$ cat src/rtl/rss_defines.svh
`ifndef RSS_DEFINES_SVH
`define RSS_DEFINES_SVH

// ==========================================================
// Register offsets
`define RSS_OFF_CTRL       8'h00
`define RSS_OFF_MAX        8'h04
`define RSS_OFF_SP_ACC     8'h08
`define RSS_OFF_SP_DEC     8'h0C
`define RSS_OFF_OUT_ACC    8'h10
`define RSS_OFF_OUT_DEC    8'h14
`define RSS_OFF_PANEL      8'h18
`define RSS_OFF_STATUS     8'h1C
`define RSS_OFF_STORED     8'h20
`define RSS_OFF_CMD        8'h24

// ==========================================================
// Control fields
`define RSS_CTRL_SEL_LSB   0
`define RSS_CTRL_SEL_MSB   1
`define RSS_CTRL_PANEL_BIT 2

// ==========================================================
// Reset values
`define RSS_RST_SEL        2'h0
`define RSS_RST_MAX        16'h05DC
`define RSS_RST_TIME       16'h0005
`define RSS_RST_PANEL      16'h0000

// ==========================================================
// Timing
`define RSS_CLK_NS         40
`define RSS_TICK_NS        1000000
`define RSS_TICK_CYCLES    (`RSS_TICK_NS / `RSS_CLK_NS)
`define RSS_MINUTE_MS      60000

`endif

$ cat src/rtl/rss_pkg.sv
`default_nettype none
package rss_pkg;
  typedef logic [15:0] rss_speed_t;
  typedef enum logic [0:0] {RSS_BOOT, RSS_LIVE} rss_phase_t;
endpackage : rss_pkg
`default_nettype wire

$ cat src/rtl/rss_ramp.sv
`timescale 1ns/10ps
`default_nettype none
module rss_ramp #(
  parameter int W = 16
) (
  input  wire logic         clk,
  input  wire logic         rstn,
  input  wire logic         tick,
  input  wire logic         en,
  input  wire logic [W-1:0] target,
  input  wire logic [15:0]  period_up,
  input  wire logic [15:0]  period_dn,
  input  wire logic         load,
  input  wire logic [W-1:0] load_val,
  output logic      [W-1:0] value
);
  if (W < 2 || W > 32) begin : g_bad_width
    $error("rss_ramp: W out of range");
  end

  logic [W-1:0] val_r;
  logic [W-1:0] val_nxt;
  logic [15:0]  cnt_r;
  logic [15:0]  cnt_nxt;
  logic [15:0]  period;

  // ==========================================================
  // One unit step per period+1 ticks
  always_comb begin
    val_nxt = val_r;
    cnt_nxt = cnt_r;
    period  = (target > val_r) ? period_up : period_dn;
    if (load) begin
      val_nxt = load_val;
      cnt_nxt = 16'h0000;
    end else if (!en || val_r == target) begin
      cnt_nxt = 16'h0000;
    end else if (tick) begin
      if (cnt_r >= period) begin
        cnt_nxt = 16'h0000;
        val_nxt = (target > val_r) ? val_r + 1'b1 : val_r - 1'b1;
      end else begin
        cnt_nxt = cnt_r + 16'h0001;
      end
    end
  end

  always_ff @(posedge clk or negedge rstn) begin
    if (!rstn) begin
      val_r <= '0;
      cnt_r <= 16'h0000;
    end else begin
      val_r <= val_nxt;
      cnt_r <= cnt_nxt;
    end
  end

  assign value = val_r;
endmodule : rss_ramp
`default_nettype wire

$ cat src/rtl/rss_top.sv
// Decided for this implementation: the AHB-Lite register port and the placing of the registers.
`timescale 1ns/10ps
`default_nettype none
`include "rss_defines.svh"
module rss_top #(
  parameter int TICK_CYCLES  = `RSS_TICK_CYCLES,
  parameter int MINUTE_TICKS = `RSS_MINUTE_MS
) (
  input  wire logic        hclk,
  input  wire logic        hresetn,
  input  wire logic        hsel,
  input  wire logic [31:0] haddr,
  input  wire logic [1:0]  htrans,
  input  wire logic        hwrite,
  input  wire logic [2:0]  hsize,
  input  wire logic [31:0] hwdata,
  input  wire logic        hready,
  output logic      [31:0] hrdata,
  output logic             hreadyout,
  output logic             hresp,
  input  wire logic        speed_up_input,
  input  wire logic        speed_down_input,
  input  wire logic        setpoint_clear_input,
  input  wire logic        forward_run_cmd,
  input  wire logic        reverse_run_cmd,
  input  wire logic        jog_operation,
  input  wire logic        closed_loop_process_control,
  input  wire logic [15:0] analog_speed_cmd,
  input  wire logic [15:0] nvm_stored_value,
  output logic      [2:0]  multi_speed_sel,
  output logic             nvm_write_strobe,
  output logic      [15:0] nvm_write_data,
  output logic      [15:0] speed_command,
  output logic      [15:0] output_speed
);
  if (TICK_CYCLES < 1 || TICK_CYCLES > 65535) begin : g_bad_tick
    $error("rss_top: TICK_CYCLES out of range");
  end
  if (MINUTE_TICKS < 1 || MINUTE_TICKS > 65535) begin : g_bad_minute
    $error("rss_top: MINUTE_TICKS out of range");
  end

  // ==========================================================
  // Bus slave
  logic        wr_pend_r;
  logic        wr_pend_nxt;
  logic [7:0]  wr_addr_r;
  logic [7:0]  wr_addr_nxt;
  logic [31:0] rdata_r;
  logic [31:0] rdata_nxt;
  logic [1:0]  sel_r;
  logic [1:0]  sel_nxt;
  logic        panel_r;
  logic        panel_nxt;
  rss_pkg::rss_speed_t max_r, max_nxt, sp_acc_r, sp_acc_nxt, sp_dec_r, sp_dec_nxt;
  rss_pkg::rss_speed_t out_acc_r, out_acc_nxt, out_dec_r, out_dec_nxt, pnl_r, pnl_nxt;
  rss_pkg::rss_speed_t set_speed;
  rss_pkg::rss_speed_t stored_r;
  logic        addr_ok;

  assign addr_ok = hsel && hready && htrans[1] && (haddr[31:8] == 24'h000000)
                   && (haddr[1:0] == 2'h0);

  always_comb begin
    wr_pend_nxt = addr_ok && hwrite;
    wr_addr_nxt = haddr[7:0];
    rdata_nxt   = 32'h00000000;
    sel_nxt     = sel_r;
    panel_nxt   = panel_r;
    max_nxt     = max_r;
    sp_acc_nxt  = sp_acc_r;
    sp_dec_nxt  = sp_dec_r;
    out_acc_nxt = out_acc_r;
    out_dec_nxt = out_dec_r;
    pnl_nxt     = pnl_r;
    if (wr_pend_r) begin
      case (wr_addr_r)
        `RSS_OFF_CTRL: begin
          sel_nxt   = hwdata[`RSS_CTRL_SEL_MSB:`RSS_CTRL_SEL_LSB];
          panel_nxt = hwdata[`RSS_CTRL_PANEL_BIT];
        end
        `RSS_OFF_MAX:     max_nxt     = hwdata[15:0];
        `RSS_OFF_SP_ACC:  sp_acc_nxt  = hwdata[15:0];
        `RSS_OFF_SP_DEC:  sp_dec_nxt  = hwdata[15:0];
        `RSS_OFF_OUT_ACC: out_acc_nxt = hwdata[15:0];
        `RSS_OFF_OUT_DEC: out_dec_nxt = hwdata[15:0];
        `RSS_OFF_PANEL:   pnl_nxt     = hwdata[15:0];
        default: ;
      endcase
    end
    // Read data is latched in the address phase: zero wait states
    if (addr_ok && !hwrite) begin
      case (haddr[7:0])
        `RSS_OFF_CTRL:    rdata_nxt = {29'h00000000, panel_r, sel_r};
        `RSS_OFF_MAX:     rdata_nxt = {16'h0000, max_r};
        `RSS_OFF_SP_ACC:  rdata_nxt = {16'h0000, sp_acc_r};
        `RSS_OFF_SP_DEC:  rdata_nxt = {16'h0000, sp_dec_r};
        `RSS_OFF_OUT_ACC: rdata_nxt = {16'h0000, out_acc_r};
        `RSS_OFF_OUT_DEC: rdata_nxt = {16'h0000, out_dec_r};
        `RSS_OFF_PANEL:   rdata_nxt = {16'h0000, pnl_r};
        `RSS_OFF_STATUS:  rdata_nxt = {output_speed, set_speed};
        `RSS_OFF_STORED:  rdata_nxt = {16'h0000, stored_r};
        `RSS_OFF_CMD:     rdata_nxt = {16'h0000, speed_command};
        default:          rdata_nxt = 32'h00000000;
      endcase
    end
  end

  always_ff @(posedge hclk or negedge hresetn) begin
    if (!hresetn) begin
      wr_pend_r <= 1'b0;
      wr_addr_r <= 8'h00;
      rdata_r   <= 32'h00000000;
      sel_r     <= `RSS_RST_SEL;
      panel_r   <= 1'b0;
      max_r     <= `RSS_RST_MAX;
      sp_acc_r  <= `RSS_RST_TIME;
      sp_dec_r  <= `RSS_RST_TIME;
      out_acc_r <= `RSS_RST_TIME;
      out_dec_r <= `RSS_RST_TIME;
      pnl_r     <= `RSS_RST_PANEL;
    end else begin
      wr_pend_r <= wr_pend_nxt;
      wr_addr_r <= wr_addr_nxt;
      rdata_r   <= rdata_nxt;
      sel_r     <= sel_nxt;
      panel_r   <= panel_nxt;
      max_r     <= max_nxt;
      sp_acc_r  <= sp_acc_nxt;
      sp_dec_r  <= sp_dec_nxt;
      out_acc_r <= out_acc_nxt;
      out_dec_r <= out_dec_nxt;
      pnl_r     <= pnl_nxt;
    end
  end

  assign hrdata    = rdata_r;
  assign hreadyout = 1'b1;
  assign hresp     = 1'b0;

  // ==========================================================
  // Millisecond tick and mode decode
  logic [15:0] div_r;
  logic [15:0] div_nxt;
  logic        tick;
  logic        remote_act;
  logic        store_mode;

  assign tick = (div_r == 16'(TICK_CYCLES - 1));
  always_comb begin
    div_nxt = tick ? 16'h0000 : div_r + 16'h0001;
  end
  always_ff @(posedge hclk or negedge hresetn) begin
    if (!hresetn) div_r <= 16'h0000;
    else          div_r <= div_nxt;
  end

  assign remote_act = (sel_r != 2'h0) && !jog_operation
                      && !closed_loop_process_control;
  assign store_mode = remote_act && (sel_r == 2'h1);

  // ==========================================================
  // Setpoint, storage and output ramps
  rss_pkg::rss_phase_t phase_r, phase_nxt;
  logic        run_r;
  logic        run_nxt;
  logic        run_fell;
  logic [15:0] idle_r;
  logic [15:0] idle_nxt;
  logic        minute;
  logic        wr_nxt;
  rss_pkg::rss_speed_t stored_nxt, cmd_nxt, comp;
  logic [2:0]  msel_nxt;
  logic        sp_en;
  logic        sp_load;
  rss_pkg::rss_speed_t sp_load_val;
  logic [16:0] sum;

  assign run_fell = run_r && !forward_run_cmd && !reverse_run_cmd;
  assign minute   = tick && (idle_r == 16'(MINUTE_TICKS - 1));

  // Up and down together hold the setpoint; ramp runs even when stopped
  assign sp_en = remote_act && (speed_up_input ^ speed_down_input);
  // Clear and boot restore take priority over ramping
  always_comb begin
    sp_load     = 1'b0;
    sp_load_val = 16'h0000;
    if (phase_r == rss_pkg::RSS_BOOT) begin
      sp_load     = 1'b1;
      sp_load_val = (nvm_stored_value > max_r) ? max_r : nvm_stored_value;
    end else if (remote_act && setpoint_clear_input) begin
      sp_load = 1'b1;
    end else if (set_speed > max_r) begin
      sp_load     = 1'b1;
      sp_load_val = max_r;
    end
  end

  rss_ramp #(.W(16)) u_setpoint (
    .clk       (hclk),
    .rstn      (hresetn),
    .tick      (tick),
    .en        (sp_en),
    .target    (speed_up_input ? max_r : 16'h0000),
    .period_up (sp_acc_r),
    .period_dn (sp_dec_r),
    .load      (sp_load),
    .load_val  (sp_load_val),
    .value     (set_speed)
  );

  assign comp = panel_r ? pnl_r : analog_speed_cmd;
  assign sum  = {1'b0, remote_act ? set_speed : 16'h0000} + {1'b0, comp};

  always_comb begin
    phase_nxt  = rss_pkg::RSS_LIVE;
    run_nxt    = forward_run_cmd || reverse_run_cmd;
    idle_nxt   = idle_r;
    wr_nxt     = 1'b0;
    stored_nxt = stored_r;
    cmd_nxt    = sum[16] ? 16'hFFFF : sum[15:0];
    msel_nxt   = (sel_r == 2'h0) ? {speed_up_input, speed_down_input,
                                    setpoint_clear_input} : 3'h0;
    case (phase_r)
      rss_pkg::RSS_BOOT: begin
        stored_nxt = nvm_stored_value;
        idle_nxt   = 16'h0000;
      end
      rss_pkg::RSS_LIVE: begin
        // Ramp activity restarts the minute count; clear does not
        if (speed_up_input || speed_down_input) begin
          idle_nxt = 16'h0000;
        end else if (tick) begin
          idle_nxt = minute ? 16'h0000 : idle_r + 16'h0001;
        end
        if (store_mode && run_fell) begin
          wr_nxt = 1'b1;
        end else if (store_mode && minute && !speed_up_input && !speed_down_input
                     && set_speed != stored_r) begin
          wr_nxt = 1'b1;
        end
        if (wr_nxt) stored_nxt = set_speed;
      end
      default: phase_nxt = rss_pkg::RSS_BOOT;
    endcase
  end

  always_ff @(posedge hclk or negedge hresetn) begin
    if (!hresetn) begin
      phase_r          <= rss_pkg::RSS_BOOT;
      run_r            <= 1'b0;
      idle_r           <= 16'h0000;
      stored_r         <= 16'h0000;
      nvm_write_strobe <= 1'b0;
      nvm_write_data   <= 16'h0000;
      speed_command    <= 16'h0000;
      multi_speed_sel  <= 3'h0;
    end else begin
      phase_r          <= phase_nxt;
      run_r            <= run_nxt;
      idle_r           <= idle_nxt;
      stored_r         <= stored_nxt;
      nvm_write_strobe <= wr_nxt;
      nvm_write_data   <= wr_nxt ? set_speed : nvm_write_data;
      speed_command    <= cmd_nxt;
      multi_speed_sel  <= msel_nxt;
    end
  end

  // Output ramp limits the actual rate when slower than the setpoint ramp
  rss_ramp #(.W(16)) u_output (
    .clk       (hclk),
    .rstn      (hresetn),
    .tick      (tick),
    .en        (1'b1),
    .target    (speed_command),
    .period_up (out_acc_r),
    .period_dn (out_dec_r),
    .load      (1'b0),
    .load_val  (16'h0000),
    .value     (output_speed)
  );

  // ==========================================================
  // Checks
  a_mspeed_off: assert property (@(posedge hclk) disable iff (!hresetn)
    (sel_r != 2'h0) |=> (multi_speed_sel == 3'h0))
    else $error("multi-speed select active with remote mode");

  a_run_save: assert property (@(posedge hclk) disable iff (!hresetn)
    (phase_r == rss_pkg::RSS_LIVE && store_mode && run_fell)
      |=> (nvm_write_strobe && nvm_write_data == $past(set_speed)))
    else $error("run drop did not save setpoint");

  a_no_store2: assert property (@(posedge hclk) disable iff (!hresetn)
    (sel_r != 2'h1) |=> !nvm_write_strobe)
    else $error("setpoint written outside storage mode");

  a_write_diff: assert property (@(posedge hclk) disable iff (!hresetn)
    (nvm_write_strobe && !$past(run_fell)) |-> ($past(set_speed) != $past(stored_r)))
    else $error("periodic write without change");

  a_minute_gap: assert property (@(posedge hclk) disable iff (!hresetn)
    (speed_up_input || speed_down_input) && !run_fell |=> !nvm_write_strobe)
    else $error("periodic write while ramp input active");

  a_clamp_max: assert property (@(posedge hclk) disable iff (!hresetn)
    (phase_r == rss_pkg::RSS_LIVE && !(remote_act && setpoint_clear_input)
     && set_speed > max_r) |=> (set_speed == $past(max_r)))
    else $error("setpoint not clamped to maximum");

  a_clear_zero: assert property (@(posedge hclk) disable iff (!hresetn)
    (phase_r == rss_pkg::RSS_LIVE && remote_act && setpoint_clear_input)
      |=> (set_speed == 16'h0000))
    else $error("clear did not zero setpoint");

  a_cmd_sum: assert property (@(posedge hclk) disable iff (!hresetn)
    (!sum[16]) |=> (speed_command == $past(sum[15:0])))
    else $error("speed command is not setpoint plus compensation");

  a_hold_inact: assert property (@(posedge hclk) disable iff (!hresetn)
    (phase_r == rss_pkg::RSS_LIVE && !remote_act && set_speed <= max_r)
      |=> $stable(set_speed))
    else $error("setpoint moved while remote setting inactive");

  a_out_step: assert property (@(posedge hclk) disable iff (!hresetn)
    (output_speed != $past(output_speed)) |-> $past(tick))
    else $error("output speed moved off a tick");

  a_boot_load: assert property (@(posedge hclk) disable iff (!hresetn)
    (phase_r == rss_pkg::RSS_BOOT && nvm_stored_value <= max_r)
      |=> (set_speed == $past(nvm_stored_value)))
    else $error("stored setpoint not restored");
endmodule : rss_top
`default_nettype wire

$ cat config.mk
export PLATFORM = sky130hd
export DESIGN_NAME = rss_top
export DESIGN_NICKNAME = d
export VERILOG_FILES = /design/src/rtl/rss_pkg.sv /design/src/rtl/rss_ramp.sv /design/src/rtl/rss_top.sv
export VERILOG_INCLUDE_DIRS = /design/src /design/src/rtl
export SDC_FILE = /design/constraint.sdc
export NUM_CORES = 1
export LEC_CHECK = 0
export BUFFER_PORTS_ARGS = -buffer_cell sky130_fd_sc_hd__buf_2
export CAP_MARGIN = 20
export CORE_MARGIN = 2
export CORE_UTILIZATION = 54
export CTS_CLUSTER_DIAMETER = 150
export DETAILED_ROUTE_END_ITERATION = 16
export PLACE_DENSITY = 0.75
export SLEW_MARGIN = 20
export SYNTH_ARGS = -nofsm -noshare
export SYNTH_HDL_FRONTEND = slang
export SYNTH_SLANG_ARGS = --single-unit
$ cat constraint.sdc
create_clock -name hclk -period 4.6 [get_ports hclk]
set_input_delay 0.46 -clock hclk [delete_from_list [all_inputs] [get_ports hclk]]
set_output_delay 0.46 -clock hclk [all_outputs]
set_load 0.01 [all_outputs]
## Word level (Yosys, flattened, before mapping)

Cells that the tools add are included.

- Output and inout port bits: 86
- Register bits after elaboration: 290
- Input bits: 113
- Word-level logic and storage cells: 155

- Bitwise logic cells: 3
- Add/sub/neg operators: 9
- Magnitude comparators: 6
- Muxes and demuxes: 40
- Reduce and logical (&&, ||, !) cells: 49
- Eq/ne operators: 24

Operators with widths:

| operator | count |
|---|---|
| two-way mux 16 bit | 28 |
| case mux 32 bit (10 select lines) | 1 |
| adder 16 x 1 -> 16 bit (second input constant) | 6 |
| greater-than comparator 16 bit | 4 |
| case mux 16 bit (2 select lines) | 2 |
| equality test 8 x 5 -> 1 bit (second input constant) | 7 |
| equality test 16 bit | 2 |
| equality test 8 x 4 -> 1 bit (second input constant) | 4 |
| >= comparator 16 bit | 2 |
| two-way mux 32 bit | 1 |
| subtractor 16 x 1 -> 16 bit (second input constant) | 2 |
| logical NOT 24 bit | 1 |
| logical AND 1 bit | 19 |
| adder 16 x 16 -> 17 bit | 1 |
| equality test 16 x 15 -> 1 bit (second input constant) | 1 |
| equality test 16 bit (second input constant) | 1 |
| equality test 8 x 3 -> 1 bit (second input constant) | 2 |
| equality test 8 x 6 -> 1 bit (second input constant) | 2 |
| logical NOT 8 bit | 2 |
| != test 16 bit | 1 |
| AND reduction 2 bit | 7 |
| logical NOT 1 bit | 8 |
| nonzero test 2 bit | 4 |
| two-way mux 1 bit | 7 |
| 11 further kinds | 16 |

## Longest topological paths before layout

Gate-level depths: netlist of run 1.

- Depth in word-level cells: 13
- Gate-level depth with buffers: 24
- Depth with buffers taken out: 19

## Modules after synthesis

Synthesis of run 1 repeated with hierarchy kept, for this count alone.

- Cells, all modules: 1,847
- Area, all modules: 18,300.1 um^2

By module, submodules not included:

| module | seq. area each (um^2) | area an instance (um^2) | cells each | instances |
|---|---|---|---|---|
| rss_top | 5,674.2 | 11,942.7 | 1,106 | 1 |
| rss_ramp (u_output) | 800.8 | 3,251.9 | 382 | 1 |
| rss_ramp (u_setpoint) | 800.8 | 3,105.5 | 359 | 1 |

## Least setup slack after synthesis of run 1

No wires, ideal clock.

- Path type: in2reg
- From: in speed_up_input
- To: reg u_setpoint.val_r[1], in the netlist u_setpoint.value[1]
- Arrival: 5,095 ps
- Library setup time: 136 ps
- Stages on the path: 22
- Path buffers: 5
- Path slack: -631 ps
- Data required time: 4,464 ps
- Path through: clkinv_1 -> buf_1 -> nor2_1 -> ha_1 -> nor2b_1 -> o211ai_1 -> a21oi_1 -> o31a_1 -> o31ai_1 -> buf_1 -> buf_2 -> mux2i_1 -> ha_1 -> a211o_1 -> a21oi_1 -> o21ai_0 -> a211oi_1 -> or3b_2 -> buf_2 -> buf_4 -> mux2i_1 -> a21oi_1

- Cells in the longest elaborated chain, start to end: 7
- Elaborated cells between the ends (all ways): 17
- Those cells by class: order compare (2); eq/ne (2); mux (7); bitwise (1); reduce/logical (5)

Ends and longest elaborated chain:

| what | line | text |
|---|---|---|
| start: declaration | rss_top.sv:21 | `input wire logic speed_up_input,` |
| parallel branches: the longest is 7 deep, another holds greater-than comparator 16 bit | - |  |
| end signal: assignment | rss_ramp.sv:53 | `val_r <= val_nxt;` |
| end: declaration | rss_ramp.sv:21 | `logic [W-1:0] val_r;` |

Several ways; the timed one is not identified. The select of a mux whose other input is x is not followed.
A chain may end at the register's enable or synchronous reset.

## Worst setup path after layout of run 1

- From: reg max_r[1]
- To: reg u_setpoint.val_r[12], in the netlist u_setpoint.value[12]

- Cells in the longest elaborated chain, start to end: 7
- Elaborated cells between the ends (all ways): 24
- Those cells by class: order compare (4); eq/ne (2); mux (14); reduce/logical (4)

Ends and longest elaborated chain:

| what | line | text |
|---|---|---|
| start: declaration | rss_top.sv:55 | `rss_pkg::rss_speed_t max_r, max_nxt, sp_acc_r, sp_acc_nxt, sp_dec_r, sp_dec_nxt;` |
| start signal: assignment | rss_top.sv:116 | `` max_r <= `RSS_RST_MAX; `` |
| start signal: assignment | rss_top.sv:128 | `max_r <= max_nxt;` |
| parallel branches: the longest is 7 deep, another holds greater-than comparator 16 bit | - |  |

Several ways; the timed one is not identified. The select of a mux whose other input is x is not followed.

==> key figures, run 1 <==
Final layout
  – Synth-to-layout area growth: 19.76%
  – Nets@finish: 2271
  – Final Util: 66.00%
  – Final standard cell area without fillers: 20880 um2
  – Share of layout cells above drive strength 1: 26.44%
  – Max reg flops: 32

Pwr
  – Static leakage: 9.758 nW
  – Net Sw Frac: 30.92%
  – Switching power of the nets: 2.290 mW
  – Max rail drop VDD: 0.3222 mV
  – Share of total power in the clock network: 35.7%
  – Proportion of power drawn by flip-flops and latches: 37.4%
  – Internal power of the cells: 5.116 mW
  – Combinational share of power: 26.9%
  – Power density cells: 354.7 nW/um2

CTS
  – Level count of the clock H-tree: 1
  – TritonCTS clock tree: done
  – Clock insertion delay at the later pin of the skew report: 0.58 ns
  – CTS sink count: 290
  – Number of CTS-inserted buffers: 31
  – Number of buffers on the longest clock path: 3
  – Root buffer selected by CTS: sky130_fd_sc_hd__clkbuf_16
  – CTS clock-pin slew for the worst setup and hold paths: 0.06 ns

Worst setup path
  – Worst EP required: 5.02 ns
  – Buf/Inv on CP: 6
  – Most Frequent Cell on Critical Path: sky130_fd_sc_hd__buf_12
  – CP cell instances: inv_2 > nor2_1 > ha_1 > nor2b_1 > o211ai_1 > a21oi_1 > o31a_1 > o31ai_4 > buf_12 > buf_12 > buf_12 > mux2i_1 > ha_1 > o21ai_0 > o21ai_1 > o211ai_1 > a21oi_2 > a211oi_2 > buf_4 > or3b_4 > buf_4 > nor3_1 > a311oi_1
  – Reg-to-Reg Start: max_r[1]
  – Worst r2r dst: u_setpoint.value[12]
  – Critical Path Slowest Stage Cell: sky130_fd_sc_hd__dfrtp_1
  – Signal arrival time at the worst endpoint: 4.89 ns
  – Largest driver fanout on the critical path: 8
  – Crit path kind: reg -> reg
  – CP peak stage delay: 0.43 ns
  – Worst-case register-to-register setup slack: 0.13 ns
  – Type of destination of the critical path: flip-flop
  – Crit-path leading delay family: compound AO/OA/AOI/OAI gates
  – Depth of the worst register-to-register path: 23
  – Startpoint types: flip-flop

Yosys
  – Async set or reset register ratio after synthesis: 100.0%
  – Share of synthesized area occupied by flip-flops and latches: 41.73%
  – Synthesized instance count: 1733
  – Mean cell area of the mapped netlist: 10.06 um2
  – Synthesized area: 17440 um2
  – Yosys cell types: 73
  – Yosys reg bits: 290
  – Top_reg_cell synth: sky130_fd_sc_hd__dfrtp_1
  – Number of enable-type register cells in the synthesized netlist: 0
  – Synthesis Warnings: 0

Timing
  – Final Cycle Share: 97.20%
  – Period minus WS final: 4.471 ns
  – Number of pins exceeding their max-slew limit in the final report: 0
  – Final Hold Vio Count: 0
  – Setup repair after global routing missed its margin: true
  – Actual transition at the worst max-transition pin: 0.9871 ns
  – Worst setup skew after layout: 0.02203 ns
  – Final setup viols: 0
  – PnR worst setup slack: 0.1287 ns
  – Max-slew headroom at the worst pin: 34.01%
  – Peak clock frequency supported by timing: 0.2236 GHz

Drt
  – Post-detailed-routing wire length: 54860 um
  – WL/cell: 22.50 um
  – Routed via count divided by cell count: 6.249
  – DRC violation count after routing: 0
  – Vias after detailed routing: 15.24k
  – Number of DRC markers in iteration 0: 1529
  – Number of antenna-violating nets in the routed design: 0
  – Number of detailed-route iterations in the first pass: 12

Global routing
  – Number of antenna violations at the first check in global routing: 2
  – Global-route wire length before repair: 84660 um
  – Via count of the first global-routing pass: 15.07k
  – Global Route Usage Sum: 32.70%
  – GR Overflow Total: 0
  – Largest net degree at the start of global routing: 108

Hold path
  – Worst hold start: haddr[0]
  – Worst Hold Endpoint: wr_addr_r[0]
  – Classification of the worst-slack hold path: in -> reg
  – Number of cells on the worst hold path: 1

Die
  – Standard cell core area: 31640 um2
  – Initial core utilization: 55.11%
  – Overall die area: 33740 um2
  – Ports: 199
  – Placement Rows: 65
  – Die Span Y: 183.7 um
  – Die extent in x: 183.7 um

Placed design
  – Post-Place Setup Slack: -0.4537 ns
  – Post-DP HPWL: 41600 um
  – RePlAce Congestion: 0.9779
  – Count of input and output buffers: 176
  – Post-Place Cell Area: 19560 um2

Flow run
  – Number of maximum-capacitance constraint violations: 0

Run status
  – Status: complete, no violations
[routing by layer]
layer | vias to the layer above | GRT usage [%] | wire length (um)
met1 | 7302 | 43.28 | 21880
li1 | 6927 | - | -
met4 | 0 | 14.66 | 2687
met3 | 171 | 7.151 | 5635
met2 | 836 | 51.67 | 24650
met5 | - | 0 | 0
[power groups by stage]
stage | clock network [mW] | registers [mW] | logic (mW)
2_1_floorplan | 0 | 2.81 | 1.01
3_3_place_gp | 0 | 2.80 | 1.80
3_5_place_dp | 0 | 2.80 | 1.85
4_1_cts | 2.67 | 2.76 | 1.88
5_1_grt | 2.78 | 2.77 | 2.15
6_report | 2.65 | 2.77 | 1.99
[how the worst max path moves through the flow]
| stage | slack (ns) | cells after the start | to | start |
|---|---|---|---|---|
| after floorplan | 0.009 | 22 | u_setpoint.value[1] | speed_up_input |
| after global placement | -0.29 | 22 | u_setpoint.value[15] | speed_up_input |
| after detailed placement | -0.45 | 22 | u_setpoint.value[15] | speed_up_input |
| after CTS | 0.05 | 21 | u_setpoint.value[15] | max_r[1] |
| after global routing | -0.03 | 22 | u_setpoint.value[12] | max_r[13] |
| final | 0.13 | 23 | u_setpoint.value[12] | max_r[1] |
[cells in the final DEF (no fill, tap or decap), drive strengths merged, types with 40 or more instances in the layout]
| cell type | instances |
|---|---|
| ha | 145 |
| inv | 75 |
| a21oi | 101 |
| o21ai | 100 |
| mux2i | 53 |
| xnor2 | 51 |
| nand2 | 130 |
| nor3 | 41 |
| nor2 | 135 |
| buf | 310 |
| xor2 | 40 |
| clkbuf | 45 |
| dfrtp | 275 |
| mux2 | 117 |
[through the flow]
| step | hold WS [ns] | std cells | TNS (ns) | power, mW |
|---|---|---|---|---|
| after floorplan | 0.1644 | 1734 | 0 | 3.822 |
| after global placement | 0.4492 | 2367 | -4.906 | 4.602 |
| after detailed placement | 0.4543 | 2369 | -11.43 | 4.651 |
| after CTS | 0.007866 | 2431 | 0 | 7.310 |
| after global routing | 0.007670 | 2438 | -0.1019 | 7.704 |
| final | 0.01942 | 2438 | 0 | 7.405 |
[logic make-up (layout without fill, tap and decap cells)]
kind of cell / Yosys count / in the layout / share of synthesized area (%)
other cells: 2 / 4 / 0.04307
mux: 170 / 170 / 10.60
compound gates: 394 / 394 / 15.05
simple gates: 493 / 493 / 13.91
xor+xnor: 91 / 91 / 4.571
flops: 290 / 290 / 41.73
buf+inv: 145 / 446 / 3.351
fa+ha+maj: 148 / 148 / 10.75
[repair_timing]
item,CTS,global route
pin swaps,1,19
hold buffers,3,0
setup buffers,1,6
setup endpoints to repair,18,49
endpoints found under the hold margin,69,0
resized for setup,0,28
[Yosys cell counts (21+ instances only)]
cell type	n	area share [%]
sky130_fd_sc_hd__ha_1	145	10
sky130_fd_sc_hd__mux2i_1	53	3.0
sky130_fd_sc_hd__dfrtp_1	275	39
sky130_fd_sc_hd__clkbuf_1	47	1.0
sky130_fd_sc_hd__a31oi_1	21	0.75
sky130_fd_sc_hd__xor2_1	40	2.0
sky130_fd_sc_hd__nor3_1	38	1.1
sky130_fd_sc_hd__nor2_1	134	2.9
sky130_fd_sc_hd__mux2_2	117	7.6
sky130_fd_sc_hd__inv_1	73	1.6
sky130_fd_sc_hd__xnor2_1	51	2.6
sky130_fd_sc_hd__a21oi_1	100	2.9
sky130_fd_sc_hd__nand4_1	35	1.3
sky130_fd_sc_hd__a222oi_1	29	1.7
sky130_fd_sc_hd__nand2_1	129	2.8
sky130_fd_sc_hd__o21ai_0	85	2.4
sky130_fd_sc_hd__a21o_1	27	1.2
sky130_fd_sc_hd__nor4_1	29	1.0
sky130_fd_sc_hd__nand3_1	35	1.0
[cell type report]
| class | instances | area, um2 |
|---|---|---|
| flip-flops and latches | 290 | 7276 |
| clock buffers | 45 | 938.4 |
| inverters | 75 | 281.5 |
| well taps | 402 | 503.0 |
| clock inverters | 13 | 157.7 |
| repair buffers | 313 | 2023 |
| fillers | 2451 | 10760 |
| diodes | 1 | 2.502 |
| multi-input cells | 1299 | 9698 |
(Power assumes the default switching activity.)
==> run 2, diff against run 1 <==
--- a/config.mk
+++ b/config.mk
@@ -6,10 +6,11 @@
 export SDC_FILE = /design/constraint.sdc
 export NUM_CORES = 1
 export LEC_CHECK = 0
+export ABC_AREA = 1
 export BUFFER_PORTS_ARGS = -buffer_cell sky130_fd_sc_hd__buf_2
 export CAP_MARGIN = 20
 export CORE_MARGIN = 2
-export CORE_UTILIZATION = 54
+export CORE_UTILIZATION = 55
 export CTS_CLUSTER_DIAMETER = 150
 export DETAILED_ROUTE_END_ITERATION = 16
 export PLACE_DENSITY = 0.75
==> run 2 against run 1 <==
Against the previous run: the flow now finishes with violations (negative hold slack); setup slack improved by 0.33 ns; largest cell class unchanged; routed wire length up 17%; area after synthesis increased by 9.0%; clock skew is 0.0066 ns lower; count of clock-buffer cells in the layout decreased by 1; die area grew 6.9%.
==> key figures, run 2 <==
Run status
  – Status: complete, but fails checks (was complete, no violations)
  – Violated checks: negative hold slack

CTS
  – Number of CTS-inserted buffers: 35 (was 31)
  – Number of buffers on the longest clock path: 3 (unchanged)
  – Post_cts resized: 0 (unchanged)
  – Root buffer selected by CTS: sky130_fd_sc_hd__clkbuf_16 (unchanged)
  – Clock insertion delay at the later pin of the skew report: 0.53 ns (was 0.58 ns)
  – Level count of the clock H-tree: 2 (was 1)
  – Number of buffers inserted by post-CTS setup repair: 0 (was 1)
  – CTS hold repair buffers: 0 (was 3)
  – TritonCTS clock tree: done (unchanged)
  – CTS clock-pin slew for the worst setup and hold paths: 0.06 ns (about the same)
  – CTS sink count: 290 (unchanged)

Timing
  – Total negative slack: 0 ns (unchanged)
  – Period minus WS final: 4.141 ns (was 4.471 ns)
  – Max-slew headroom at the worst pin: 28.02% (was 34.01%)
  – Setup repair after global routing missed its margin: false (was true)
  – Final setup viols: 0 (unchanged)
  – Final Cycle Share: 90.02% (was 97.20%)
  – Actual transition at the worst max-transition pin: 1.077 ns (was 0.9871 ns)
  – Peak clock frequency supported by timing: 0.2415 GHz (was 0.2236 GHz)
  – Final Hold Vio Count: 8 (was 0)
  – Worst setup skew after layout: 0.01547 ns (was 0.02203 ns)
  – Number of pins exceeding their max-slew limit in the final report: 0 (unchanged)
  – Worst Hold Margin: -0.005796 ns (was 0.01942 ns)
  – PnR worst setup slack: 0.4589 ns (was 0.1287 ns)

Global routing
  – GR Overflow Total: 0 (unchanged)
  – Via count of the first global-routing pass: 17.86k (was 15.07k)
  – Number of antenna violations at the first check in global routing: 2 (unchanged)
  – Largest net degree at the start of global routing: 104 (was 108)
  – Global-route wire length before repair: 99330 um (was 84660 um)
  – Global Route Usage Sum: 35.76% (was 32.70%)

Drt
  – Number of DRC markers in iteration 0: 2001 (was 1529)
  – WL/cell: 20.17 um (was 22.50 um)
  – Post-detailed-routing wire length: 64370 um (was 54860 um)
  – DRC violation count after routing: 0 (unchanged)
  – Routed via count divided by cell count: 5.904 (was 6.249)
  – Number of antenna-violating nets in the routed design: 0 (unchanged)
  – Vias after detailed routing: 18.84k (was 15.24k)
  – Number of detailed-route iterations in the first pass: 6 (was 12)

Yosys
  – Synthesis Warnings: 0 (unchanged)
  – Yosys cell types: 57 (was 73)
  – Cell types with the largest area share after synthesis: sky130_fd_sc_hd__dfrtp_1 (36%), sky130_fd_sc_hd__nand2_1 (12%), sky130_fd_sc_hd__ha_1 (9.5%) (was sky130_fd_sc_hd__dfrtp_1 (39%), sky130_fd_sc_hd__ha_1 (10%), sky130_fd_sc_hd__mux2_2 (7.6%))
  – Async set or reset register ratio after synthesis: 100.0% (unchanged)
  – Ranking of synthesized cells by instance count: sky130_fd_sc_hd__nand2_1 (621), sky130_fd_sc_hd__inv_1 (290), sky130_fd_sc_hd__dfrtp_1 (275), sky130_fd_sc_hd__o21ai_0 (217), sky130_fd_sc_hd__nand3_1 (206) (was sky130_fd_sc_hd__dfrtp_1 (275), sky130_fd_sc_hd__ha_1 (145), sky130_fd_sc_hd__nor2_1 (134), sky130_fd_sc_hd__nand2_1 (129), sky130_fd_sc_hd__mux2_2 (117))
  – Top_reg_cell synth: sky130_fd_sc_hd__dfrtp_1 (unchanged)
  – Library cell with the highest instance count after synthesis: sky130_fd_sc_hd__nand2_1 (was sky130_fd_sc_hd__dfrtp_1)
  – Cell taking the most area after synthesis: sky130_fd_sc_hd__dfrtp_1 (unchanged)
  – Yosys reg bits: 290 (unchanged)
  – Synthesized area: 19010 um2 (was 17440 um2)
  – Post-synth top area share: 36.21% (was 39.47%)
  – Number of enable-type register cells in the synthesized netlist: 0 (unchanged)
  – Synthesized instance count: 2523 (was 1733)
  – Share of synthesized area occupied by flip-flops and latches: 38.28% (was 41.73%)
  – Mean cell area of the mapped netlist: 7.533 um2 (was 10.06 um2)

Worst setup path
  – Crit path kind: reg -> reg (unchanged)
  – Largest driver fanout on the critical path: 23 (was 8)
  – Worst EP required: 5.04 ns (was 5.02 ns)
  – Crit-path leading delay family: simple AND/OR/NAND/NOR gates (was compound AO/OA/AOI/OAI gates)
  – Critical Path Slowest Stage Cell: sky130_fd_sc_hd__dfrtp_1 (unchanged)
  – Most Frequent Cell on Critical Path: sky130_fd_sc_hd__nand2_1 (was sky130_fd_sc_hd__buf_12)
  – Reg-to-Reg Start: speed_command[15] (was max_r[1])
  – Signal arrival time at the worst endpoint: 4.58 ns (was 4.89 ns)
  – Buf/Inv on CP: 2 (was 6)
  – Startpoint types: flip-flop (unchanged)
  – CP peak stage delay: 0.50 ns (was 0.43 ns)
  – CP cell instances: ha_1 > nand2_1 > nor3_1 > nand3_1 > nand2_1 > buf_12 > mux2i_1 > ha_1 > a21oi_1 > o21a_1 > nand2_1 > nand2_1 > nand3_1 > o21ai_0 > clkinv_1 > nor3_1 (was inv_2 > nor2_1 > ha_1 > nor2b_1 > o211ai_1 > a21oi_1 > o31a_1 > o31ai_4 > buf_12 > buf_12 > buf_12 > mux2i_1 > ha_1 > o21ai_0 > o21ai_1 > o211ai_1 > a21oi_2 > a211oi_2 > buf_4 > or3b_4 > buf_4 > nor3_1 > a311oi_1)
  – Start point of the critical path: speed_command[15] (was max_r[1])
  – Type of destination of the critical path: flip-flop (unchanged)

Final layout
  – Nets@finish: 2971 (was 2271)
  – Filler Cells Inserted: 3077 (was 2451)
  – Share of layout cells above drive strength 1: 12.61% (was 26.44%)
  – Commonest non-fill, non-tap cell in the layout: sky130_fd_sc_hd__nand2_1 (was sky130_fd_sc_hd__dfrtp_1)
  – Storage element area: 7276 um2 (unchanged)
  – Final standard cell area without fillers: 21760 um2 (was 20880 um2)
  – Area used by multi-input combinational logic: 10290 um2 (was 9698 um2)
  – Max reg flops: 32 (unchanged)
  – Top library cells by usage in the layout, fill and taps aside: sky130_fd_sc_hd__nand2_1 (621), sky130_fd_sc_hd__inv_1 (290), sky130_fd_sc_hd__dfrtp_1 (275) (was sky130_fd_sc_hd__dfrtp_1 (275), sky130_fd_sc_hd__buf_2 (176), sky130_fd_sc_hd__ha_1 (144))
  – Synth-to-layout area growth: 14.48% (was 19.76%)

Pwr
  – Proportion of power drawn by flip-flops and latches: 36.3% (was 37.4%)
  – Net Sw Frac: 33.76% (was 30.92%)
  – Power density cells: 353.4 nW/um2 (was 354.7 nW/um2)
  – Max rail drop VDD: 0.3430 mV (was 0.3222 mV)
  – Switching power of the nets: 2.596 mW (was 2.290 mW)
  – Static leakage: 11.56 nW (was 9.758 nW)
  – Internal power of the cells: 5.094 mW (was 5.116 mW)
  – Combinational share of power: 26.1% (was 26.9%)
  – Share of total power in the clock network: 37.6% (was 35.7%)

Die
  – Placement Rows: 68 (was 65)
  – Initial core utilization: 55.43% (was 55.11%)
  – Die Span Y: 189.9 um (was 183.7 um)
  – Ports: 199 (unchanged)
  – Die extent in x: 189.9 um (was 183.7 um)
  – Overall die area: 36060 um2 (was 33740 um2)
  – Standard cell core area: 34290 um2 (was 31640 um2)

Placed design
  – Count of input and output buffers: 176 (unchanged)
  – Post-DP HPWL: 49700 um (was 41600 um)
  – Post-Place Cell Area: 20570 um2 (was 19560 um2)
  – RePlAce Congestion: 1.032 (was 0.9779)
  – Post-Place Setup Slack: 0.5242 ns (was -0.4537 ns)

Flow run
  – Number of maximum-capacitance constraint violations: 0 (unchanged)

Hold path
  – Classification of the worst-slack hold path: in -> async (was in -> reg)
run 2: cell count changes after synthesis, moves of 17 or more:
cell	change
sky130_fd_sc_hd__a21oi_1	+23
sky130_fd_sc_hd__a221oi_1	-17
sky130_fd_sc_hd__a222oi_1	-29
sky130_fd_sc_hd__a31oi_1	-18
sky130_fd_sc_hd__inv_1	+217
sky130_fd_sc_hd__mux2_2	-103
sky130_fd_sc_hd__mux2i_1	-40
sky130_fd_sc_hd__nand2_1	+492
sky130_fd_sc_hd__nand3_1	+171
sky130_fd_sc_hd__nand4_1	+25
sky130_fd_sc_hd__nor2_1	+56
sky130_fd_sc_hd__nor3_1	+29
sky130_fd_sc_hd__o21ai_0	+132
sky130_fd_sc_hd__xnor2_1	-29
run 2: final timing paths:
path | to | slack (ns) | cells past startpoint
hold reg to reg | div_r[0] | 0.46 | 1
setup reg to reg | u_output.cnt_r[7] | 0.46 | 16
min in group hclk | wr_addr_r[6] | 0.06 | 1
hold / removal | idle_r[3] | -0.006 | 1
max in group asynchronous | speed_command[12] | 3.59 | 2
setup / recovery | u_output.cnt_r[7] | 0.46 | 16
run 2: metrics by stage:
step	std cells	util (%)	hold WS (ns)	total power, mW
after floorplan	2524	-	0.1644	3.993
after global placement	3127	59.97	0.4449	4.734
after detailed placement	3128	60.01	0.4511	4.774
after CTS	3190	63.45	0.01549	7.653
after global routing	3190	63.45	0.05718	8.027
final	3191	63.45	-0.005796	7.689
run 2: cells by family after synthesis:
kind of cell,Yosys count,share of synthesized area [%]
other,2,0.03951
XOR/XNOR,68,3.134
AO/OA/AOI/OAI,416,11.93
AND/OR/NAND/NOR,1198,27.58
buffers and inverters,374,7.663
flip-flops,290,38.28
adder cells (fa/ha/maj),148,9.862
multiplexers,27,1.514
run 2: area by class of cell:
cell class                      count  share of cell area, %
Sequential cell                   290                  33.44
Inverter                          296                  5.107
Antenna cell                        1                0.01150
Tap cell                          455                  2.617
Clock buffer                       44                  4.365
Clock inverter                     18                  1.058
Multi-Input combinational cell   1860                  47.30
Timing Repair Buffer              227                  6.102
run 2: layer usage:
metal | vias to the layer above | track usage, % | wire length, um
met5 | - | 0 | 0
met1 | 8844 | 49.38 | 26350
met4 | 0 | 15.18 | 3102
met3 | 186 | 6.844 | 7053
met2 | 1011 | 55.15 | 27870
li1 | 8798 | - | -
run 2: power by group through the flow:
stage          clock network [mW]  logic, mW  registers, mW
2_1_floorplan                   0       1.18           2.81
3_3_place_gp                    0       1.91           2.82
3_5_place_dp                    0       1.95           2.82
4_1_cts                      2.91       1.96           2.78
5_1_grt                      3.02       2.22           2.79
6_report                     2.89       2.01           2.79
run 2: worst register-to-register path, cell delays in order (launching register included):
cell	delay [ns]
sky130_fd_sc_hd__dfrtp_1	0.50
sky130_fd_sc_hd__ha_1	0.38
sky130_fd_sc_hd__nand2_1	0.12
sky130_fd_sc_hd__nor3_1	0.37
sky130_fd_sc_hd__nand3_1	0.27
sky130_fd_sc_hd__nand2_1	0.22
sky130_fd_sc_hd__buf_12	0.20
sky130_fd_sc_hd__mux2i_1	0.31
sky130_fd_sc_hd__ha_1	0.31
sky130_fd_sc_hd__a21oi_1	0.16
sky130_fd_sc_hd__o21a_1	0.13
sky130_fd_sc_hd__nand2_1	0.07
sky130_fd_sc_hd__nand2_1	0.09
sky130_fd_sc_hd__nand3_1	0.14
sky130_fd_sc_hd__o21ai_0	0.23
sky130_fd_sc_hd__clkinv_1	0.32
sky130_fd_sc_hd__nor3_1	0.26
==> run 3, diff against run 2 <==
--- a/config.mk
+++ b/config.mk
@@ -10,10 +10,10 @@
 export BUFFER_PORTS_ARGS = -buffer_cell sky130_fd_sc_hd__buf_2
 export CAP_MARGIN = 20
 export CORE_MARGIN = 2
-export CORE_UTILIZATION = 55
+export CORE_UTILIZATION = 45
 export CTS_CLUSTER_DIAMETER = 150
 export DETAILED_ROUTE_END_ITERATION = 16
-export PLACE_DENSITY = 0.75
+export PLACE_DENSITY = 0.63
 export SLEW_MARGIN = 20
 export SYNTH_ARGS = -nofsm -noshare
 export SYNTH_HDL_FRONTEND = slang
==> run 3 against run 2 <==
Against the previous run: the run still ends with negative hold slack left; register-to-register slack improved by 0.05 ns; via count decreased by 1.5%; combinational power about the same; critical path depth decreased by 1.
==> key figures, run 3 (same netlist as run 2, synthesis figures left out) <==
Drt
  – Number of detailed-route iterations in the first pass: 5 (was 6)
  – Post-detailed-routing wire length: 66750 um (was 64370 um)
  – WL/cell: 20.34 um (was 20.17 um)
  – Uppermost layer routed: met5 (was met4)
  – Met3 routed wirelength: 5588 um (was 7053 um)
  – Routed via count divided by cell count: 5.656 (was 5.904)
  – Number of DRC markers in iteration 0: 1868 (was 2001)
  – DRC violation count after routing: 0 (unchanged)
  – Number of antenna-violating nets in the routed design: 0 (unchanged)
  – WL met1: 29800 um (was 26350 um)
  – Wire length on met2: 28270 um (was 27870 um)
  – Vias after detailed routing: 18.56k (was 18.84k)

Hold path
  – Classification of the worst-slack hold path: in -> async (unchanged)

CTS
  – CTS sink count: 290 (unchanged)
  – Number of CTS-inserted buffers: 36 (was 35)
  – Clock insertion delay at the later pin of the skew report: 0.58 ns (was 0.53 ns)
  – Number of buffers on the longest clock path: 3 (unchanged)
  – TritonCTS clock tree: done (unchanged)
  – Root buffer selected by CTS: sky130_fd_sc_hd__clkbuf_16 (unchanged)
  – Level count of the clock H-tree: 2 (unchanged)
  – CTS clock-pin slew for the worst setup and hold paths: 0.06 ns (about the same)

Placed design
  – RePlAce Congestion: 0.9838 (was 1.032)
  – Count of input and output buffers: 176 (unchanged)
  – Post-Place Setup Slack: 0.4759 ns (was 0.5242 ns)
  – Post-DP HPWL: 51800 um (was 49700 um)

Global routing
  – Largest net degree at the start of global routing: 125 (was 104)
  – Number of antenna violations at the first check in global routing: 1 (was 2)
  – Via count of the first global-routing pass: 17.15k (was 17.86k)
  – Global Route Usage Sum: 30.26% (was 35.76%)
  – Global-route wire length before repair: 101100 um (was 99330 um)
  – GR Overflow Total: 0 (unchanged)

Final layout
  – Synth-to-layout area growth: 15.48% (was 14.48%)
  – Nets@finish: 2976 (was 2971)
  – Commonest non-fill, non-tap cell in the layout: sky130_fd_sc_hd__nand2_1 (unchanged)
  – Ant diodes: 0 (was 1)
  – Top library cells by usage in the layout, fill and taps aside: sky130_fd_sc_hd__nand2_1 (621), sky130_fd_sc_hd__inv_1 (290), sky130_fd_sc_hd__dfrtp_1 (275) (unchanged)
  – Final Util: 52.44% (was 63.45%)
  – Share of layout cells above drive strength 1: 12.65% (was 12.61%)
  – Max reg flops: 32 (unchanged)

Worst setup path
  – Type of destination of the critical path: flip-flop (unchanged)
  – Largest driver fanout on the critical path: 23 (unchanged)
  – Crit path kind: reg -> reg (unchanged)
  – Worst EP required: 5.09 ns (was 5.04 ns)
  – Signal arrival time at the worst endpoint: 4.58 ns (about the same)
  – Startpoint types: flip-flop (unchanged)

Timing
  – Worst Hold Margin: -0.01862 ns (was -0.005796 ns)
  – Max-slew headroom at the worst pin: 20.78% (was 28.02%)
  – Final setup viols: 0 (unchanged)
  – Period minus WS final: 4.095 ns (was 4.141 ns)
  – Final Cycle Share: 89.02% (was 90.02%)
  – Actual transition at the worst max-transition pin: 1.186 ns (was 1.077 ns)
  – PnR worst setup slack: 0.5049 ns (was 0.4589 ns)
  – Number of pins exceeding their max-slew limit in the final report: 0 (unchanged)
  – Total negative slack: 0 ns (unchanged)
  – Final Hold Vio Count: 2 (was 8)
  – Peak clock frequency supported by timing: 0.2442 GHz (was 0.2415 GHz)
  – Setup repair after global routing missed its margin: false (unchanged)
  – Worst setup skew after layout: 0.02062 ns (was 0.01547 ns)

Die
  – Overall die area: 43890 um2 (was 36060 um2)
  – Die extent in x: 209.5 um (was 189.9 um)
  – Standard cell core area: 41850 um2 (was 34290 um2)
  – Initial core utilization: 45.41% (was 55.43%)
  – Placement Rows: 75 (was 68)
  – Ports: 199 (unchanged)
  – Die Span Y: 209.5 um (was 189.9 um)

Pwr
  – Static leakage: 11.59 nW (was 11.56 nW)
  – Max rail drop VDD: 0.2072 mV (was 0.3430 mV)
  – Power density cells: 357.6 nW/um2 (was 353.4 nW/um2)

Run status
  – Status: complete, but fails checks (unchanged)
  – Violated checks: negative hold slack (unchanged)

Flow run
  – Number of maximum-capacitance constraint violations: 0 (unchanged)
run 3: per-stage QoR:
| step | area [um2] | hold slack (ns) | cells | total power, mW |
|---|---|---|---|---|
| floorplan | 19010 | 0.1644 | 2524 | 3.993 |
| global route | 21950 | 0.01125 | 3282 | 8.194 |
| detailed placement | 20680 | 0.4538 | 3214 | 4.794 |
| CTS | 21950 | 0.002526 | 3282 | 7.845 |
| finish | 21950 | -0.01862 | 3282 | 7.847 |
| global placement | 20660 | 0.4460 | 3213 | 4.768 |
run 3: worst paths after layout:
check	start	depth (start not counted)	slack (ns)	to
worst max-delay path	speed_command[9]	15	0.50	u_output.cnt_r[7]
worst min-delay path	hresetn	1	-0.02	div_r[4]
worst max register to register	speed_command[9]	15	0.50	u_output.cnt_r[7]
worst min register to register	nvm_write_data[8]	2	0.47	nvm_write_data[8]
max in group asynchronous	hresetn	2	3.44	u_setpoint.cnt_r[14]
min in group hclk	haddr[1]	1	0.02	wr_addr_r[1]
run 3: worst max-delay path, stage by stage, from the launching register on:
cell	delay [ns]
sky130_fd_sc_hd__dfrtp_1	0.50
sky130_fd_sc_hd__ha_1	0.36
sky130_fd_sc_hd__nand4_1	0.13
sky130_fd_sc_hd__nor3_1	0.28
sky130_fd_sc_hd__nand3_1	0.27
sky130_fd_sc_hd__nand2_1	0.16
sky130_fd_sc_hd__buf_4	0.31
sky130_fd_sc_hd__mux2i_1	0.34
sky130_fd_sc_hd__ha_1	0.30
sky130_fd_sc_hd__a21oi_1	0.15
sky130_fd_sc_hd__o21ai_0	0.09
sky130_fd_sc_hd__a21oi_1	0.18
sky130_fd_sc_hd__nand3_1	0.17
sky130_fd_sc_hd__o21ai_0	0.20
sky130_fd_sc_hd__clkinv_1	0.30
sky130_fd_sc_hd__nor3_1	0.25
run 3: per-layer routing:
metal / track usage [%] / up-vias
met4: 13.23 / 2
met2: 45.10 / 835
met3: 5.267 / 157
li1: - / 8803
met5: 0 / -
met1: 43.24 / 8767
run 3: layout make-up:
class | count | area [um2]
multi-input cells | 1860 | 10300
repair buffers | 231 | 1338
clock buffers | 53 | 1045
fillers | 4042 | 19910
inverters | 296 | 1111
clock inverters | 13 | 206.4
well taps | 539 | 674.4
flip-flops and latches | 290 | 7276
run 3: where the power goes:
part	internal, mW	switching [mW]	leakage (nW)
logic	0.697	1.30	7.59
clock network	1.82	1.22	0.602
registers	2.65	0.157	3.40
run 3: timing repair:
| action | CTS | global route |
|---|---|---|
| resized for setup | 0 | 0 |
| setup buffers | 0 | 0 |
| hold buffers | 2 | 0 |
| hold endpoints to repair | 2 | 0 |
